File: src/logic/osc_defs.vh
// Constants for the oscillator selection control block
`ifndef OSC_DEFS_VH
`define OSC_DEFS_VH

// ======================================================
// Register byte offsets
`define OSC_CTRL_OFF 12'h000
`define OSC_UNLOCK_OFF 12'h004
`define OSC_IRQ_STAT_OFF 12'h008
`define OSC_IRQ_CLR_OFF 12'h00C
`define OSC_IRQ_EN_OFF 12'h010
`define OSC_CUR_OFF 12'h014

// ======================================================
// Control register fields
`define OSC_NSEL_HI 10
`define OSC_NSEL_LO 8
`define OSC_LOCK_BIT 7
`define OSC_SLEEP_BIT 4
`define OSC_FAIL_BIT 3
`define OSC_SEC_EN_BIT 1
`define OSC_SWREQ_BIT 0

// ======================================================
// Source codes
`define OSC_SRC_FAST_RC_POSTDIVIDER 3'h0
`define OSC_SRC_PLL 3'h1
`define OSC_SRC_PRI 3'h2
`define OSC_SRC_RSVD 3'h3
`define OSC_SRC_SEC 3'h4
`define OSC_SRC_LOW_POWER_RC_OSC 3'h5

// ======================================================
// Unlock keys, written in order to the unlock register
`define OSC_KEY1 32'hAA996655
`define OSC_KEY2 32'h556699AA

// ======================================================
// Interrupt bits
`define OSC_IRQ_SWDONE 0
`define OSC_IRQ_FAIL 1
`define OSC_IRQ_W 2

// ======================================================
// Timing
`define OSC_READY_NS 200
`define OSC_READY_CYC ((`OSC_READY_NS + 9) / 10)
`define OSC_CNT_W 8

`endif

File: src/logic/osc_select_ctrl.v
// Oscillator selection control with APB registers and clock switch
// How it works
// - decode next source: FAST_RC_OSC div, PLL, primary, sec, LOW_POWER_RC_OSC
// - codes 110 and 111 act as 000
// - reset loads next source from config bits
// - lock bit blocks next source writes and switch requests
// - wait enters Sleep if enabled, else Idle
// - fail flag set by clock monitor
// - secondary oscillator runs while enable is one
// - switch request starts switch, clears when done
// - control writes need prior unlock sequence
// - reset loads secondary enable from config
`timescale 1ns/100ps
`include "osc_defs.vh"
module osc_select_ctrl (
    // Clock and reset
    input wire mclk,
    input wire rstn,
    // APB slave
    input wire psel,
    input wire penable,
    input wire pwrite,
    input wire [11:0] paddr,
    input wire [31:0] pwdata,
    output wire pready,
    output reg [31:0] prdata,
    output wire pslverr,
    // Nonvolatile configuration
    input wire [2:0] initial_source_config,
    input wire cfg_secondary_osc_enable,
    // Oscillator ready levels, one per source code, asynchronous
    input wire [7:0] osc_ready,
    // Fail-safe clock monitor, asynchronous level
    input wire fail_safe_clock_monitor,
    // Wait instruction from the core
    input wire wait_exec,
    // Clock tree controls
    output reg [2:0] active_source,
    output reg [7:0] source_run,
    output reg clk_gate_hold,
    output reg secondary_osc_run,
    output reg sleep_req,
    output reg idle_req,
    // Interrupt
    output wire irq
);
    // ======================================================
    // State
    localparam ST_IDLE = 2'h0;
    localparam ST_WAIT_RDY = 2'h1;
    localparam ST_HOLD = 2'h2;
    localparam ST_SWAP = 2'h3;

    reg [2:0] nsel_q;
    reg lock_q;
    reg sleep_en_q;
    reg fail_q;
    reg sec_en_q;
    reg swreq_q;
    reg [1:0] unlock_q;
    reg [1:0] st_q;
    reg [1:0] st_d;
    reg [2:0] target_q;
    reg [`OSC_CNT_W-1:0] cnt_q;
    reg [`OSC_IRQ_W-1:0] irq_stat_q;
    reg [`OSC_IRQ_W-1:0] irq_en_q;
    reg cfg_loaded_q;
    reg fail_seen_q;
    wire [7:0] rdy_s;
    wire fail_s;
    wire [2:0] nsel_dec;
    wire wr;
    wire rd;
    wire ctrl_wr;
    wire ctrl_ok;
    wire sw_done;
    wire [31:0] ctrl_rd;
    wire [31:0] ready_cyc;

    // ======================================================
    // Input synchronisers
    osc_sync2 #(.W(9)) u_sync (
        .mclk(mclk),
        .rstn(rstn),
        .async_in({fail_safe_clock_monitor, osc_ready}),
        .sync_out({fail_s, rdy_s})
    );

    // ======================================================
    // Bus decode; zero wait states, no errors
    assign pready = 1'b1;
    assign pslverr = 1'b0;
    // Settle count, cut to the counter width where it is loaded
    assign ready_cyc = `OSC_READY_CYC;
    assign wr = psel & penable & pwrite;
    assign rd = psel & ~pwrite;
    assign ctrl_wr = wr & (paddr == `OSC_CTRL_OFF);
    assign ctrl_ok = ctrl_wr & (unlock_q == 2'h2);

    // Codes 6 and 7 fall back to the divided fast RC; reserved code 3 passes through
    assign nsel_dec = (nsel_q[2] & nsel_q[1]) ? `OSC_SRC_FAST_RC_POSTDIVIDER
                    : nsel_q;

    assign ctrl_rd = {21'h0, nsel_q, lock_q, 2'h0, sleep_en_q, fail_q,
                      1'b0, sec_en_q, swreq_q};

    // ======================================================
    // Unlock sequence: key1, key2, then one control write
    always @(posedge mclk) begin
        if (!rstn) begin
            unlock_q <= 2'h0;
        end else if (wr && paddr == `OSC_UNLOCK_OFF) begin
            if (pwdata == `OSC_KEY1) begin
                unlock_q <= 2'h1;
            end else if (pwdata == `OSC_KEY2 && unlock_q == 2'h1) begin
                unlock_q <= 2'h2;
            end else begin
                unlock_q <= 2'h0;
            end
        end else if (ctrl_wr) begin
            // Any control write spends the unlock, valid or not
            unlock_q <= 2'h0;
        end
    end

    // ======================================================
    // Control register
    always @(posedge mclk) begin
        if (!rstn) begin
            nsel_q <= `OSC_SRC_FAST_RC_POSTDIVIDER;
            lock_q <= 1'b0;
            sleep_en_q <= 1'b0;
            sec_en_q <= 1'b0;
            cfg_loaded_q <= 1'b0;
        end else if (!cfg_loaded_q) begin
            // Config straps caught on the first edge after reset
            nsel_q <= initial_source_config;
            sec_en_q <= cfg_secondary_osc_enable;
            cfg_loaded_q <= 1'b1;
        end else if (ctrl_ok) begin
            if (!lock_q) begin
                nsel_q <= pwdata[`OSC_NSEL_HI:`OSC_NSEL_LO];
            end
            // Lock is sticky until reset
            lock_q <= lock_q | pwdata[`OSC_LOCK_BIT];
            sleep_en_q <= pwdata[`OSC_SLEEP_BIT];
            sec_en_q <= pwdata[`OSC_SEC_EN_BIT];
        end
    end

    // ======================================================
    // Switch request; set wins over done
    assign sw_done = (st_q == ST_SWAP);
    always @(posedge mclk) begin
        if (!rstn) begin
            swreq_q <= 1'b0;
        end else if (ctrl_ok && pwdata[`OSC_SWREQ_BIT] && !lock_q) begin
            swreq_q <= 1'b1;
        end else if (sw_done) begin
            swreq_q <= 1'b0;
        end
    end

    // ======================================================
    // Switch sequencer
    always @* begin
        st_d = st_q;
        case (st_q)
            ST_IDLE: begin
                if (swreq_q) begin
                    st_d = ST_WAIT_RDY;
                end
            end
            ST_WAIT_RDY: begin
                // Old source keeps running meanwhile
                if (rdy_s[target_q]) begin
                    st_d = ST_HOLD;
                end
            end
            ST_HOLD: begin
                if (cnt_q == {`OSC_CNT_W{1'b0}}) begin
                    st_d = ST_SWAP;
                end
            end
            ST_SWAP: begin
                st_d = ST_IDLE;
            end
            default: begin
                st_d = ST_IDLE;
            end
        endcase
    end

    always @(posedge mclk) begin
        if (!rstn) begin
            st_q <= ST_IDLE;
            target_q <= `OSC_SRC_FAST_RC_POSTDIVIDER;
            cnt_q <= {`OSC_CNT_W{1'b0}};
            active_source <= `OSC_SRC_FAST_RC_POSTDIVIDER;
            clk_gate_hold <= 1'b0;
        end else begin
            st_q <= st_d;
            if (!cfg_loaded_q) begin
                active_source <= (initial_source_config[2] &
                    initial_source_config[1]) ? `OSC_SRC_FAST_RC_POSTDIVIDER
                    : initial_source_config;
            end
            if (st_q == ST_IDLE && swreq_q) begin
                target_q <= nsel_dec;
            end
            if (st_q == ST_WAIT_RDY && st_d == ST_HOLD) begin
                // Gate held low for a settle time so no runt pulse
                clk_gate_hold <= 1'b1;
                cnt_q <= ready_cyc[`OSC_CNT_W-1:0];
            end else if (st_q == ST_HOLD && cnt_q != {`OSC_CNT_W{1'b0}}) begin
                cnt_q <= cnt_q - 1'b1;
            end
            if (st_q == ST_SWAP) begin
                active_source <= target_q;
                clk_gate_hold <= 1'b0;
            end
        end
    end

    // ======================================================
    // Oscillator run enables
    genvar g;
    generate
        for (g = 0; g < 8; g = g + 1) begin : g_run
            always @(posedge mclk) begin
                if (!rstn) begin
                    source_run[g] <= 1'b0;
                end else begin
                    // Reserved code 3 never runs
                    source_run[g] <= (g != 3) &&
                        ((active_source == g) ||
                         (st_q != ST_IDLE && target_q == g) ||
                         (g == `OSC_SRC_SEC && sec_en_q));
                end
            end
        end
    endgenerate

    always @(posedge mclk) begin
        if (!rstn) begin
            secondary_osc_run <= 1'b0;
        end else begin
            secondary_osc_run <= sec_en_q;
        end
    end

    // ======================================================
    // Power mode on wait
    always @(posedge mclk) begin
        if (!rstn) begin
            sleep_req <= 1'b0;
            idle_req <= 1'b0;
        end else begin
            sleep_req <= wait_exec & sleep_en_q;
            idle_req <= wait_exec & ~sleep_en_q;
        end
    end

    // ======================================================
    // Clock fail flag, cleared only by reset
    always @(posedge mclk) begin
        if (!rstn) begin
            fail_q <= 1'b0;
            fail_seen_q <= 1'b0;
        end else begin
            fail_seen_q <= fail_s;
            if (fail_s) begin
                fail_q <= 1'b1;
            end
        end
    end

    // ======================================================
    // Interrupt status, enable and clear; set beats clear
    wire [`OSC_IRQ_W-1:0] irq_set;
    wire [`OSC_IRQ_W-1:0] irq_clr;
    assign irq_set = {fail_s & ~fail_seen_q, sw_done};
    assign irq_clr = (wr && paddr == `OSC_IRQ_CLR_OFF)
                   ? pwdata[`OSC_IRQ_W-1:0] : {`OSC_IRQ_W{1'b0}};
    always @(posedge mclk) begin
        if (!rstn) begin
            irq_stat_q <= {`OSC_IRQ_W{1'b0}};
            irq_en_q <= {`OSC_IRQ_W{1'b0}};
        end else begin
            irq_stat_q <= (irq_stat_q & ~irq_clr) | irq_set;
            if (wr && paddr == `OSC_IRQ_EN_OFF) begin
                irq_en_q <= pwdata[`OSC_IRQ_W-1:0];
            end
        end
    end
    assign irq = |(irq_stat_q & irq_en_q);

    // ======================================================
    // Read data, registered in the setup cycle
    always @(posedge mclk) begin
        if (!rstn) begin
            prdata <= 32'h0;
        end else if (rd && !penable) begin
            case (paddr)
                `OSC_CTRL_OFF: prdata <= ctrl_rd;
                `OSC_IRQ_STAT_OFF: prdata <= {30'h0, irq_stat_q};
                `OSC_IRQ_EN_OFF: prdata <= {30'h0, irq_en_q};
                `OSC_CUR_OFF: prdata <= {29'h0, active_source};
                default: prdata <= 32'h0;
            endcase
        end
    end
endmodule

File: src/logic/osc_sync2.v
// Two-flop synchroniser for a bus of asynchronous levels
`timescale 1ns/100ps
module osc_sync2 #(
    parameter W = 1
) (
    // Clock and reset
    input wire mclk,
    input wire rstn,
    // Data
    input wire [W-1:0] async_in,
    output reg [W-1:0] sync_out
);
    reg [W-1:0] meta_q;

    always @(posedge mclk) begin
        if (!rstn) begin
            meta_q <= {W{1'b0}};
            sync_out <= {W{1'b0}};
        end else begin
            meta_q <= async_in;
            sync_out <= meta_q;
        end
    end
endmodule

File: config.mk
export PLATFORM = sky130hd
export DESIGN_NAME = osc_select_ctrl
export DESIGN_NICKNAME = d
export VERILOG_FILES = /design/src/logic/osc_select_ctrl.v /design/src/logic/osc_sync2.v
export VERILOG_INCLUDE_DIRS = /design/src /design/src/logic
export SDC_FILE = /design/constraint.sdc
export NUM_CORES = 1
export LEC_CHECK = 0
export BUFFER_PORTS_ARGS = -buffer_cell sky130_fd_sc_hd__buf_2
export CORE_MARGIN = 2
export CORE_UTILIZATION = 50
export CTS_CLUSTER_SIZE = 14
export DETAILED_ROUTE_END_ITERATION = 16
export GPL_TIMING_DRIVEN = 1
export PLACE_DENSITY = 0.82
export REMOVE_ABC_BUFFERS = 1
export SYNTH_ARGS = -nofsm -noshare
export SYNTH_HDL_FRONTEND = slang
export SYNTH_SLANG_ARGS = --single-unit
export TNS_END_PERCENT = 30
File: constraint.sdc
create_clock -name mclk -period 4.23 [get_ports mclk]
set_input_delay 0.846 -clock mclk [delete_from_list [all_inputs] [get_ports mclk]]
set_output_delay 0.846 -clock mclk [all_outputs]
set_load 0.005 [all_outputs]
== After elaboration in Yosys (flattened, before gate mapping) ==
Index checks and enable logic that the tools add are counted.

* Mux-type cells: 26
* Reduce and logical (&&, ||, !) cells: 42
* Bitwise logic cells: 19
* Equal/unequal tests: 28
* Add/subtract/negate cells: 1
* Magnitude comparators: 1

{| class="wikitable"
|+ Operators by type and width
! kind !! count
|-
| 11-bit case mux with 4 select lines || 1
|-
| 32-bit by 31-bit == test with 1-bit output (second input constant) || 1
|-
| 32-bit == test (second input constant) || 1
|-
| 12-bit by 4-bit == test with 1-bit output (second input constant) || 2
|-
| 12-bit by 5-bit == test with 1-bit output (second input constant) || 2
|-
| 3-bit == test (second input constant) || 8
|-
| 3-bit 2-to-1 mux || 7
|-
| 1-bit logical AND || 17
|-
| 2-bit 2-to-1 mux || 8
|-
| 12-bit by 3-bit == test with 1-bit output (second input constant) || 1
|-
| 12-bit zero test || 1
|-
| 1-bit AND || 10
|-
| 5-bit 2-to-1 mux || 2
|-
| 2-bit == test (second input constant) || 4
|-
| 8-bit zero test || 1
|-
| 1-bit logical OR || 8
|-
| 2-bit case mux with 4 select lines || 1
|-
| 2-bit nonzero test || 4
|-
| 8-bit nonzero test || 1
|-
| 8-bit by 1-bit subtractor with 8-bit output (second input constant) || 1
|-
| 3-bit by 1-bit == test with 1-bit output (second input constant) || 2
|-
| 3-bit by 2-bit == test with 1-bit output (second input constant) || 2
|-
| 3-bit zero test || 2
|-
| 1-bit 2-to-1 mux || 6
|-
| other kinds (14) || 24
|}

* Output and inout bits: 50
* Input bits: 63
* Word-level logic and storage cells: 147
* Bits in registers: 93

== Logic depth before layout (Yosys ltp) ==
Gate-level depths: netlist of run 1.

* Depth in word-level cells: 7
* Depth in mapped cells: 6
* Mapped depth without buffers: 6

== Modules after synthesis ==
Synthesis of run 1 repeated with hierarchy kept, for this count alone.

* Cell total of the unflattened synthesis: 392
* Area total of the unflattened synthesis: 3392.0 sq um

{| class="wikitable"
|+ Modules (own cells, without submodules)
! module !! sequential area each (sq um) !! cells each !! area each (sq um) !! instances
|-
| osc_select_ctrl || 1041.0 || 355 || 2890.3 || 1
|-
| osc_sync2 || 360.3 || 37 || 501.7 || 1
|}

== Worst setup path before layout of run 1 ==
Ideal clock, no wire load.

* Path kind: input -> register
* From: in pwdata[0]
* To: reg unlock_q[0]
* Required time: 4.158 ns
* Library setup time: 0.072 ns
* Arrival: 1.985 ns
* Buffers on the path: 0
* Slack: 2.173 ns
* Stages: 4
* Cells stage by stage: clkinv_1 or4_1 or4_1 o21ai_1

* Word-level cells in the longest chain between the ends: 3

{| class="wikitable"
|+ Ends and longest elaborated chain
! element !! line !! RTL
|-
| from (decl) || osc_select_ctrl.v:24 || <nowiki>input wire [31:0] pwdata,</nowiki>
|-
| 32-bit == test (no line) || n/a ||
|-
| 2-bit 2-to-1 mux || osc_select_ctrl.v:113 || <nowiki>if (pwdata == `OSC_KEY1) begin</nowiki>
|-
| 2-bit 2-to-1 mux || osc_select_ctrl.v:112 || <nowiki>end else if (wr && paddr == `OSC_UNLOCK_OFF) begin</nowiki>
|-
| to (signal assigned) || osc_select_ctrl.v:111 || <nowiki>unlock_q <= 2'h0;</nowiki>
|-
| to (signal assigned) || osc_select_ctrl.v:114 || <nowiki>unlock_q <= 2'h1;</nowiki>
|-
| to (signal assigned) || osc_select_ctrl.v:116 || <nowiki>unlock_q <= 2'h2;</nowiki>
|-
| to (decl) || osc_select_ctrl.v:60 || <nowiki>reg [1:0] unlock_q;</nowiki>
|}

Every way passes these cells.
A chain may end at the register's enable or synchronous reset.

==> results_dict.tcl, run 1 <==
set metrics [dict create \
    postLayoutCellArea_sq_um 3861 \
    setup.worst_path.end "prdata[1]" \
    ys_ff_latch 70 \
    drt_pass1_iterations 5 \
    switchingPower_w 0.0003011 \
    synthMuxAreaShare_pct 2.502 \
    wl_um 7478 \
    hold_start "u_sync.meta_q[5]" \
    ctsHtreeMaxLevel 3 \
    drtAntennaViolNets 0 \
    synth_edf_count 0 \
    drive_gt1_share_pct 23.04 \
    maxSlewViolCount 0 \
    cts_setup_buffers 0 \
    vias 2999 \
    syn_area_per_cell_sq_um 8.686 \
    ioPinCount 113 \
    yosysTopAreaCellShare_pct 42.46 \
    cp_max_fo 35 \
    yosysWarningCount 0 \
    clk_latency_ns 0.34 \
    p_clk_share_pct 42.7 \
    antenna_found_initial 0 \
    power_frac_seq_pct 50.2 \
    status "complete, no violations" \
    slew_headroom_pct 34.87 \
    drt_first_iter_violations 148 \
    synth_fa_ha_area_share_pct 0.3791 \
    setup_viol 0 \
    synth_flop_cell "dfxtp_1" \
    power_density_nw_per_um2 354.4 \
    synth_compound_area_share_pct 12.55 \
    finalCriticalPeriod_ns 2.178 \
    finalHoldViolations 0 \
    holdPathStages 1 \
    diodes 0 \
    netlist_instances 380 \
    drc_errors 0 \
    rows 29 \
    synth_most_common_cell "dfxtp_1" \
    die_height_um 85.25 \
    die_x_um 85.25 \
    synthTopCellsByArea "dfxtp_1 (42%), buf_4 (5.9%), and2_1 (4.2%)" \
    crit_type "in -> reg" \
    intPower_w 0.001067 \
    p_leak_nw 1.619 \
    core-area_sq_um 6350 \
    ff2ff_setup_slack_ns 2.20 \
    finalPower_w 0.001369 \
    critPathArrivalTime_ns 2.47 \
    cts_buffer_depth 2 \
    cts_tree "built" \
    synth_xor_area_share_pct 1.327 \
    cp-start-kind "input port" \
    synth_area_sq_um 3301 \
    place_area_sq_um 3646 \
    ys_seq_area_share_pct 42.46 \
    vdd_drop_max_mv 0.2240 \
    initial_core_util_pct 51.98 \
    worstReg2RegStart "target_q[1]" \
    worst_slew_pin_slew_ns 0.9759 \
    pwr-share-comb_pct 7.1 \
    grtUsageTotal_pct 21.49 \
    portBuffers 86 \
    cts.sinks 70 \
    synth_top_family_by_area "simple AND/OR/NAND/NOR gates" \
    hold_buffers 0 \
    yosysTopAreaCell "dfxtp_1" \
    path_clk_slew_ns 0.07 \
    skew_ns 0.004486 \
    timing.rr.end "cnt_q[7]" \
    cts_root_buf "clkbuf_8" \
    fin_cells 537 \
    grt_pass1_wl_um 12530 \
    r2r_cells 4 \
    cap_viol_max_count 0 \
    hpwl_um 5521 \
    crit_start "rstn" \
    fin_crit_sh_pct 51.50 \
    place.gp.congestion 0.8576 \
    post_cts_resized 0 \
    vias_per_cell 5.585 \
    min_path_type "reg -> reg" \
    cts_buffers 9 \
    yosys-top-cells-count "dfxtp_1 (70), nor2_1 (29), nand2_1 (28), buf_4 (26), a21oi_1 (25)" \
    finalSetupTns_ns 0 \
    overflow 0 \
    fmax_mhz 459.1 \
    grt_pass1_vias 2820 \
    rsz0062_at_grt "no" \
    final_core_util_pct 60.81 \
    endpoint_kind "flip-flop" \
    ys_types 54 \
    placed_cells 521 \
    swShare_pct 22.00 \
    area_delta_synth_final_pct 16.98 \
    layout.nets 519 \
    cp.required_ns 4.52 \
    synthSimpleGateAreaFrac_pct 31.31 \
    grt_max_degree 36 \
    die_area_sq_um 7268 \
    async_flop_share_pct 0 \
    avgRoutedWirePerCell_um 13.93 \
]
==> worst min path at each step <==
stage,endpoint,slack [ns]
floorplan,u_sync.sync_out[0],0.41
finish,u_sync.sync_out[5],0.43
detailed placement,u_sync.sync_out[5],0.42
global route,u_sync.sync_out[5],0.45
global placement,u_sync.sync_out[3],0.42
CTS,u_sync.sync_out[5],0.44
==> area by class of cell <==
cell class	instances	area (sq um)
inverters	7	26.28
clock buffers	12	145.1
clock inverters	4	70.07
repair buffers	87	437.9
flip-flops and latches	70	1401
multi-input cells	280	1684
well taps	77	96.34
fillers	566	2489
==> layer usage <==
layer  track usage (%)  routed length (um)  vias up
li1                  -                   -     1469
met1             25.75                3102     1391
met2             36.86                3667      124
met3             5.545                 567       15
met4             8.225                 140        0
met5                 0                   0        -
==> state kept, by name (all words and copies together) (netlist names), 3 cells and up <==
name,flops
prdata,9
cnt_q,8
source_run,7
active_source,3
target_q,3
nsel_q,3
u_sync.sync_out,9
u_sync.meta_q,9
==> power by group through the flow <==
stage                      logic, W  registers [W]  clock network, W
after global routing       0.000110       0.000689          0.000621
after global placement    0.0000939       0.000701                 0
after detailed placement  0.0000967       0.000702                 0
final                     0.0000973       0.000687          0.000584
after CTS                 0.0000971       0.000687          0.000590
after floorplan           0.0000413       0.000699                 0
==> placed cells by master (no fill, tap or decap), types with 6 or more instances in the layout <==
| cell type | count |
|---|---|
| a21oi_1 | 25 |
| a31oi_1 | 6 |
| and2_1 | 22 |
| and3_1 | 7 |
| buf_2 | 86 |
| clkbuf_8 | 10 |
| conb_1 | 26 |
| dfxtp_1 | 70 |
| inv_1 | 6 |
| mux2i_1 | 6 |
| nand2_1 | 28 |
| nand3_1 | 18 |
| nand4_1 | 14 |
| nor2_1 | 29 |
| nor3_1 | 8 |
| nor4bb_1 | 10 |
| o21ai_0 | 12 |
==> cells by family after synthesis <==
logic type	Yosys count
other	2
AO/OA/AOI/OAI	66
buffers and inverters	54
AND/OR/NAND/NOR	174
flip-flops	70
XOR/XNOR	5
adder cells (fa/ha/maj)	1
multiplexers	8
==> critical path, stage by stage <==
cell and delay, ns:
buf_2 0.18, buf_4 0.32, inv_1 0.48, nor4b_2 0.46
a32o_1 0.16
==> stage by stage <==
stage | worst slack [ns] | hold slack [ns]
2_1_floorplan | 2.173 | 0.4118
3_3_place_gp | 1.774 | 0.4162
3_5_place_dp | 1.694 | 0.4199
4_1_cts | 2.059 | 0.4361
5_1_grt | 1.824 | 0.4480
6_report | 2.052 | 0.4327
Note: power is estimated with default switching activity, not from simulation.
==> inputs of run 2 (changes only) <==
- CORE_UTILIZATION: 50 -> 45
- PLACE_DENSITY: 0.82 -> 0.78
- clock period: 4.23 -> 1.96 ns (I/O delays scaled with it)
==> results_dict.tcl, run 2 (same netlist as run 1, synthesis figures left out) <==
set metrics [dict create \
    hpwl_um 5595 \
    drc_errors 0 \
    status "complete, no violations" \
    ff2ff_setup_slack_ns 0.20 \
    finalPower_w 0.003159 \
    critPathArrivalTime_ns 1.99 \
    setup_viol 0 \
    diodes 0 \
    die_area_sq_um 8036 \
    place.gp.congestion 0.8837 \
    cts.sinks 70 \
    hold_buffers 0 \
    placed_cells 551 \
    layout_commonest_cell "buf_2" \
    cts_buffers 9 \
    hold_start "osc_ready[0]" \
    finalCriticalPeriod_ns 1.757 \
    endpoint_kind "flip-flop" \
    core-area_sq_um 7176 \
    area_delta_synth_final_pct 20.89 \
    ioPinCount 113 \
    die_x_um 89.65 \
    crit_type "reg -> reg" \
    grtUsageTotal_pct 19.87 \
    cts_root_buf "clkbuf_8" \
    initial_core_util_pct 46.00 \
    drtAntennaViolNets 0 \
    grt_max_degree 44 \
    finalSetupTns_ns 0 \
    drive_gt1_share_pct 24.79 \
    portBuffers 86 \
    drt_first_iter_violations 148 \
    fillers 652 \
    clk_latency_ns 0.35 \
    grt_pass1_vias 2646 \
    cts_setup_buffers 0 \
    mostFrequentLayoutCells "buf_2 (86), dfxtp_1 (70), nor2_1 (29)" \
    post_cts_resized 0 \
    worstReg2RegStart "target_q[1]" \
    cp-start-kind "flip-flop" \
    antenna_found_initial 0 \
    layout.nets 527 \
    r2r_cells 4 \
    crit_start "target_q[1]" \
    vias_per_cell 5.342 \
    vias 3029 \
    drt_pass1_iterations 4 \
    switchingPower_w 0.0006848 \
    p_leak_nw 1.670 \
    rsz0062_at_grt "no" \
    fin_cells 567 \
    timing.rr.end "cnt_q[6]" \
    grt_pass1_wl_um 12400 \
    path_clk_slew_ns 0.07 \
    skew_ns 0.005081 \
    cap_viol_max_count 0 \
    fmax_mhz 569.1 \
    multi_input_area_sq_um 1684 \
    swShare_pct 21.68 \
    pwr-share-comb_pct 6.8 \
    rows 31 \
    maxSlewViolCount 0 \
    cp_max_fo 9 \
    p_clk_share_pct 46.3 \
    cp.required_ns 2.20 \
    vdd_drop_max_mv 0.3732 \
    register_area_sq_um 1401 \
    holdPathStages 2 \
    finalHoldViolations 0 \
    cts_buffer_depth 2 \
    die_height_um 89.65 \
    hold_end "u_sync.meta_q[0]" \
    avgRoutedWirePerCell_um 13.40 \
    power_frac_seq_pct 46.9 \
    cts_tree "built" \
    power_density_nw_per_um2 791.7 \
    wl_um 7598 \
    largestRegisters "prdata (9), u_sync.meta_q (9), u_sync.sync_out (9)" \
    min_path_type "in -> reg" \
    intPower_w 0.002474 \
    overflow 0 \
    ctsHtreeMaxLevel 3 \
    fin_crit_sh_pct 89.66 \
]
==> run 2: cell count changes in the layout (fill, tap and decap cells not counted) <==
cell and delta:
buf_4 +8, clkbuf_8 +1, clkinvlp_4 +2, clkinv_2 -2
clkbuf_1 -2, bufinv_16 +1
==> run 2: how the worst max path moves through the flow <==
stage          cells past startpoint           to  slack (ns)
3_3_place_gp                       5    nsel_q[1]        0.17
5_1_grt                            4     cnt_q[3]        0.02
6_report                           4     cnt_q[6]        0.20
4_1_cts                            4     cnt_q[3]        0.23
2_1_floorplan                      4  unlock_q[0]        0.36
3_5_place_dp                       5    nsel_q[1]        0.14
==> run 2: metal layers <==
| metal | share of wire, % | routed length (um) | global-route usage, % | up-vias |
|---|---|---|---|---|
| met5 | 0 | 0 | 0 | - |
| met4 | 1.9 | 142 | 8.277 | 0 |
| met3 | 4.7 | 358 | 3.199 | 11 |
| met2 | 51 | 3850 | 34.36 | 98 |
| met1 | 43 | 3246 | 24.53 | 1435 |
| li1 | - | - | - | 1485 |
==> run 2: worst max-delay path, cell delays in order, from the launching register on <==
cell and delay [ns]:
dfxtp_1 0.48, mux2_2 0.21, a2bb2oi_1 0.27, nand4b_1 0.38, and3_1 0.32
==> run 2: cell type report <==
cell class                 count  area share [%]
clock inverter                 5           2.634
inverter                       7          0.6585
clock buffer                  11           3.794
tap                           99           3.104
multi-input combinational    280           42.21
timing repair buffer          95           12.48
sequential                    70           35.12
==> run 2: stage by stage <==
stage          setup slack [ns]  util [%]  hold slack [ns]  cell area, sq um
2_1_floorplan            0.3570         -           0.4118              3112
6_report                 0.2027     55.61           0.2492              3990
5_1_grt                 0.02423     55.61           0.2307              3990
4_1_cts                  0.2277     55.61           0.2314              3990
3_3_place_gp             0.1719     52.03           0.4148              3734
3_5_place_dp             0.1365     52.03           0.4200              3734
==> run 2: power groups by stage <==
stage / clock, W / combinational [W] / sequential, W
6_report: 0.00146 / 0.000215 / 0.00148
5_1_grt: 0.00153 / 0.000243 / 0.00149
4_1_cts: 0.00148 / 0.000215 / 0.00148
3_5_place_dp: 0 / 0.000214 / 0.00152
3_3_place_gp: 0 / 0.000207 / 0.00151
2_1_floorplan: 0 / 0.0000892 / 0.00151
==> inputs of run 3 (changes only) <==
- CELL_PAD_IN_SITES_DETAIL_PLACEMENT: not set -> 2
- CELL_PAD_IN_SITES_GLOBAL_PLACEMENT: not set -> 2
- CORE_UTILIZATION: 45 -> 26
==> results_dict.tcl, run 3 (same netlist as run 1, synthesis figures left out) <==
set metrics [dict create \
    place_area_sq_um 3832 \
    timing.rr.end "cnt_q[5]" \
    cp.required_ns 2.19 \
    overflow 0 \
    worstReg2RegStart "target_q[1]" \
    portBuffers 86 \
    maxSlewViolCount 0 \
    clk_latency_ns 0.34 \
    ff2ff_setup_slack_ns 0.23 \
    wl_um 10370 \
    cap_viol_max_count 0 \
    fmax_mhz 579.4 \
    hold_buffers 0 \
    r2r_cells 5 \
    cts_root_buf "clkbuf_16" \
    endpoint_kind "flip-flop" \
    finalCriticalPeriod_ns 1.726 \
    fillers 1451 \
    vdd_drop_max_mv 0.3940 \
    drc_errors 0 \
    final_core_util_pct 33.65 \
    placed_cells 625 \
    cp_max_fo 10 \
    drive_gt1_share_pct 25.11 \
    cp-start-kind "flip-flop" \
    ctsHtreeMaxLevel 3 \
    core-area_sq_um 12520 \
    crit_type "reg -> reg" \
    hold_start "fail_safe_clock_monitor" \
    postLayoutCellArea_sq_um 4212 \
    p_leak_nw 1.735 \
    cts_setup_buffers 0 \
    ioPinCount 113 \
    status "complete, no violations" \
    area_delta_synth_final_pct 27.60 \
    min_path_type "in -> reg" \
    grt_max_degree 26 \
    worst_slew_pin_slew_ns 0.4931 \
    vias 3106 \
    die_x_um 116.7 \
    grt_pass1_wl_um 16310 \
    setup_viol 0 \
    power_density_nw_per_um2 887.3 \
    hpwl_um 7718 \
    initial_core_util_pct 26.37 \
    avgRoutedWirePerCell_um 16.15 \
    cts_buffers 9 \
    drt_first_iter_violations 78 \
    largestRegisters "prdata (9), u_sync.meta_q (9), u_sync.sync_out (9)" \
    fin_crit_sh_pct 88.06 \
    hold_end "u_sync.meta_q[8]" \
    place.gp.congestion 0.7773 \
    rows 41 \
    vias_per_cell 4.838 \
    cts_tree "built" \
    diodes 0 \
    post_cts_resized 0 \
    drtAntennaViolNets 0 \
    skew_ns 0.007251 \
    holdPathStages 2 \
    rsz0062_at_grt "no" \
    drt_pass1_iterations 4 \
    layout.nets 529 \
    slew_headroom_pct 66.66 \
    grt_pass1_vias 3233 \
    layout_commonest_cell "buf_2" \
    mostFrequentLayoutCells "buf_2 (86), dfxtp_1 (70), nor2_1 (29)" \
    antenna_found_initial 0 \
    finalSetupTns_ns 0 \
    die_height_um 116.7 \
    cts.sinks 70 \
    fin_cells 642 \
    cts_buffer_depth 2 \
    critPathArrivalTime_ns 1.96 \
    path_clk_slew_ns 0.06 \
    finalHoldViolations 0 \
    grtUsageTotal_pct 15.64 \
    die_area_sq_um 13610 \
]
## run 3: cell count changes in the layout (fill, tap and decap cells not counted)
cell        delta
clkinv_4       +3
bufinv_16      +1
clkinvlp_4     -2
buf_4          +2
clkbuf_16      +9
clkbuf_8      -11
## run 3: power breakdown
group | leakage, nW | internal, W | switching [W]
registers | 0.571 | 0.00146 | 0.0000307
clock network | 0.180 | 0.00138 | 0.000641
logic | 0.985 | 0.000104 | 0.000125
total | 1.74 | 0.00294 | 0.000796
## run 3: area by class of cell
class	instances	area, sq um	share of cell area (%)
inverters	7	26.28	0.6239
multi-input cells	280	1684	39.99
well taps	172	215.2	5.110
repair buffers	97	513.0	12.18
flip-flops and latches	70	1401	33.27
clock inverters	7	146.4	3.476
clock buffers	9	225.2	5.348
## run 3: metal layers
| layer | up-vias | GRT usage, % | wire (um) |
|---|---|---|---|
| met2 | 108 | 27.09 | 4966 |
| met4 | 0 | 5.961 | 190 |
| met1 | 1500 | 19.54 | 4698 |
| li1 | 1486 | - | - |
| met5 | - | 0 | 0 |
| met3 | 12 | 2.491 | 515 |
## run 3: how the worst max path moves through the flow
stage,end,start,depth (start not counted)
after floorplan,unlock_q[0],pwdata[0],4
after global placement,prdata[1],paddr[9],5
after detailed placement,nsel_q[1],paddr[9],5
after CTS,cnt_q[3],target_q[1],4
after global routing,cnt_q[3],target_q[1],5
final,cnt_q[5],target_q[1],5
## run 3: metrics by stage
| step | setup WS, ns | hold WS (ns) | power [W] |
|---|---|---|---|
| floorplan | 0.3570 | 0.4118 | 0.001597 |
| global placement | 0.1144 | 0.4221 | 0.001738 |
| detailed placement | 0.07018 | 0.4215 | 0.001747 |
| CTS | 0.06629 | 0.2557 | 0.003782 |
| global route | 0.1125 | 0.2537 | 0.003885 |
| finish | 0.2339 | 0.2615 | 0.003737 |
## run 3: critical path: stages (launching register included)
cell,delay [ns]
dfxtp_1,0.57
mux2_2,0.23
a2bb2oi_1,0.28
nand4b_1,0.17
buf_4,0.20
and3_1,0.17
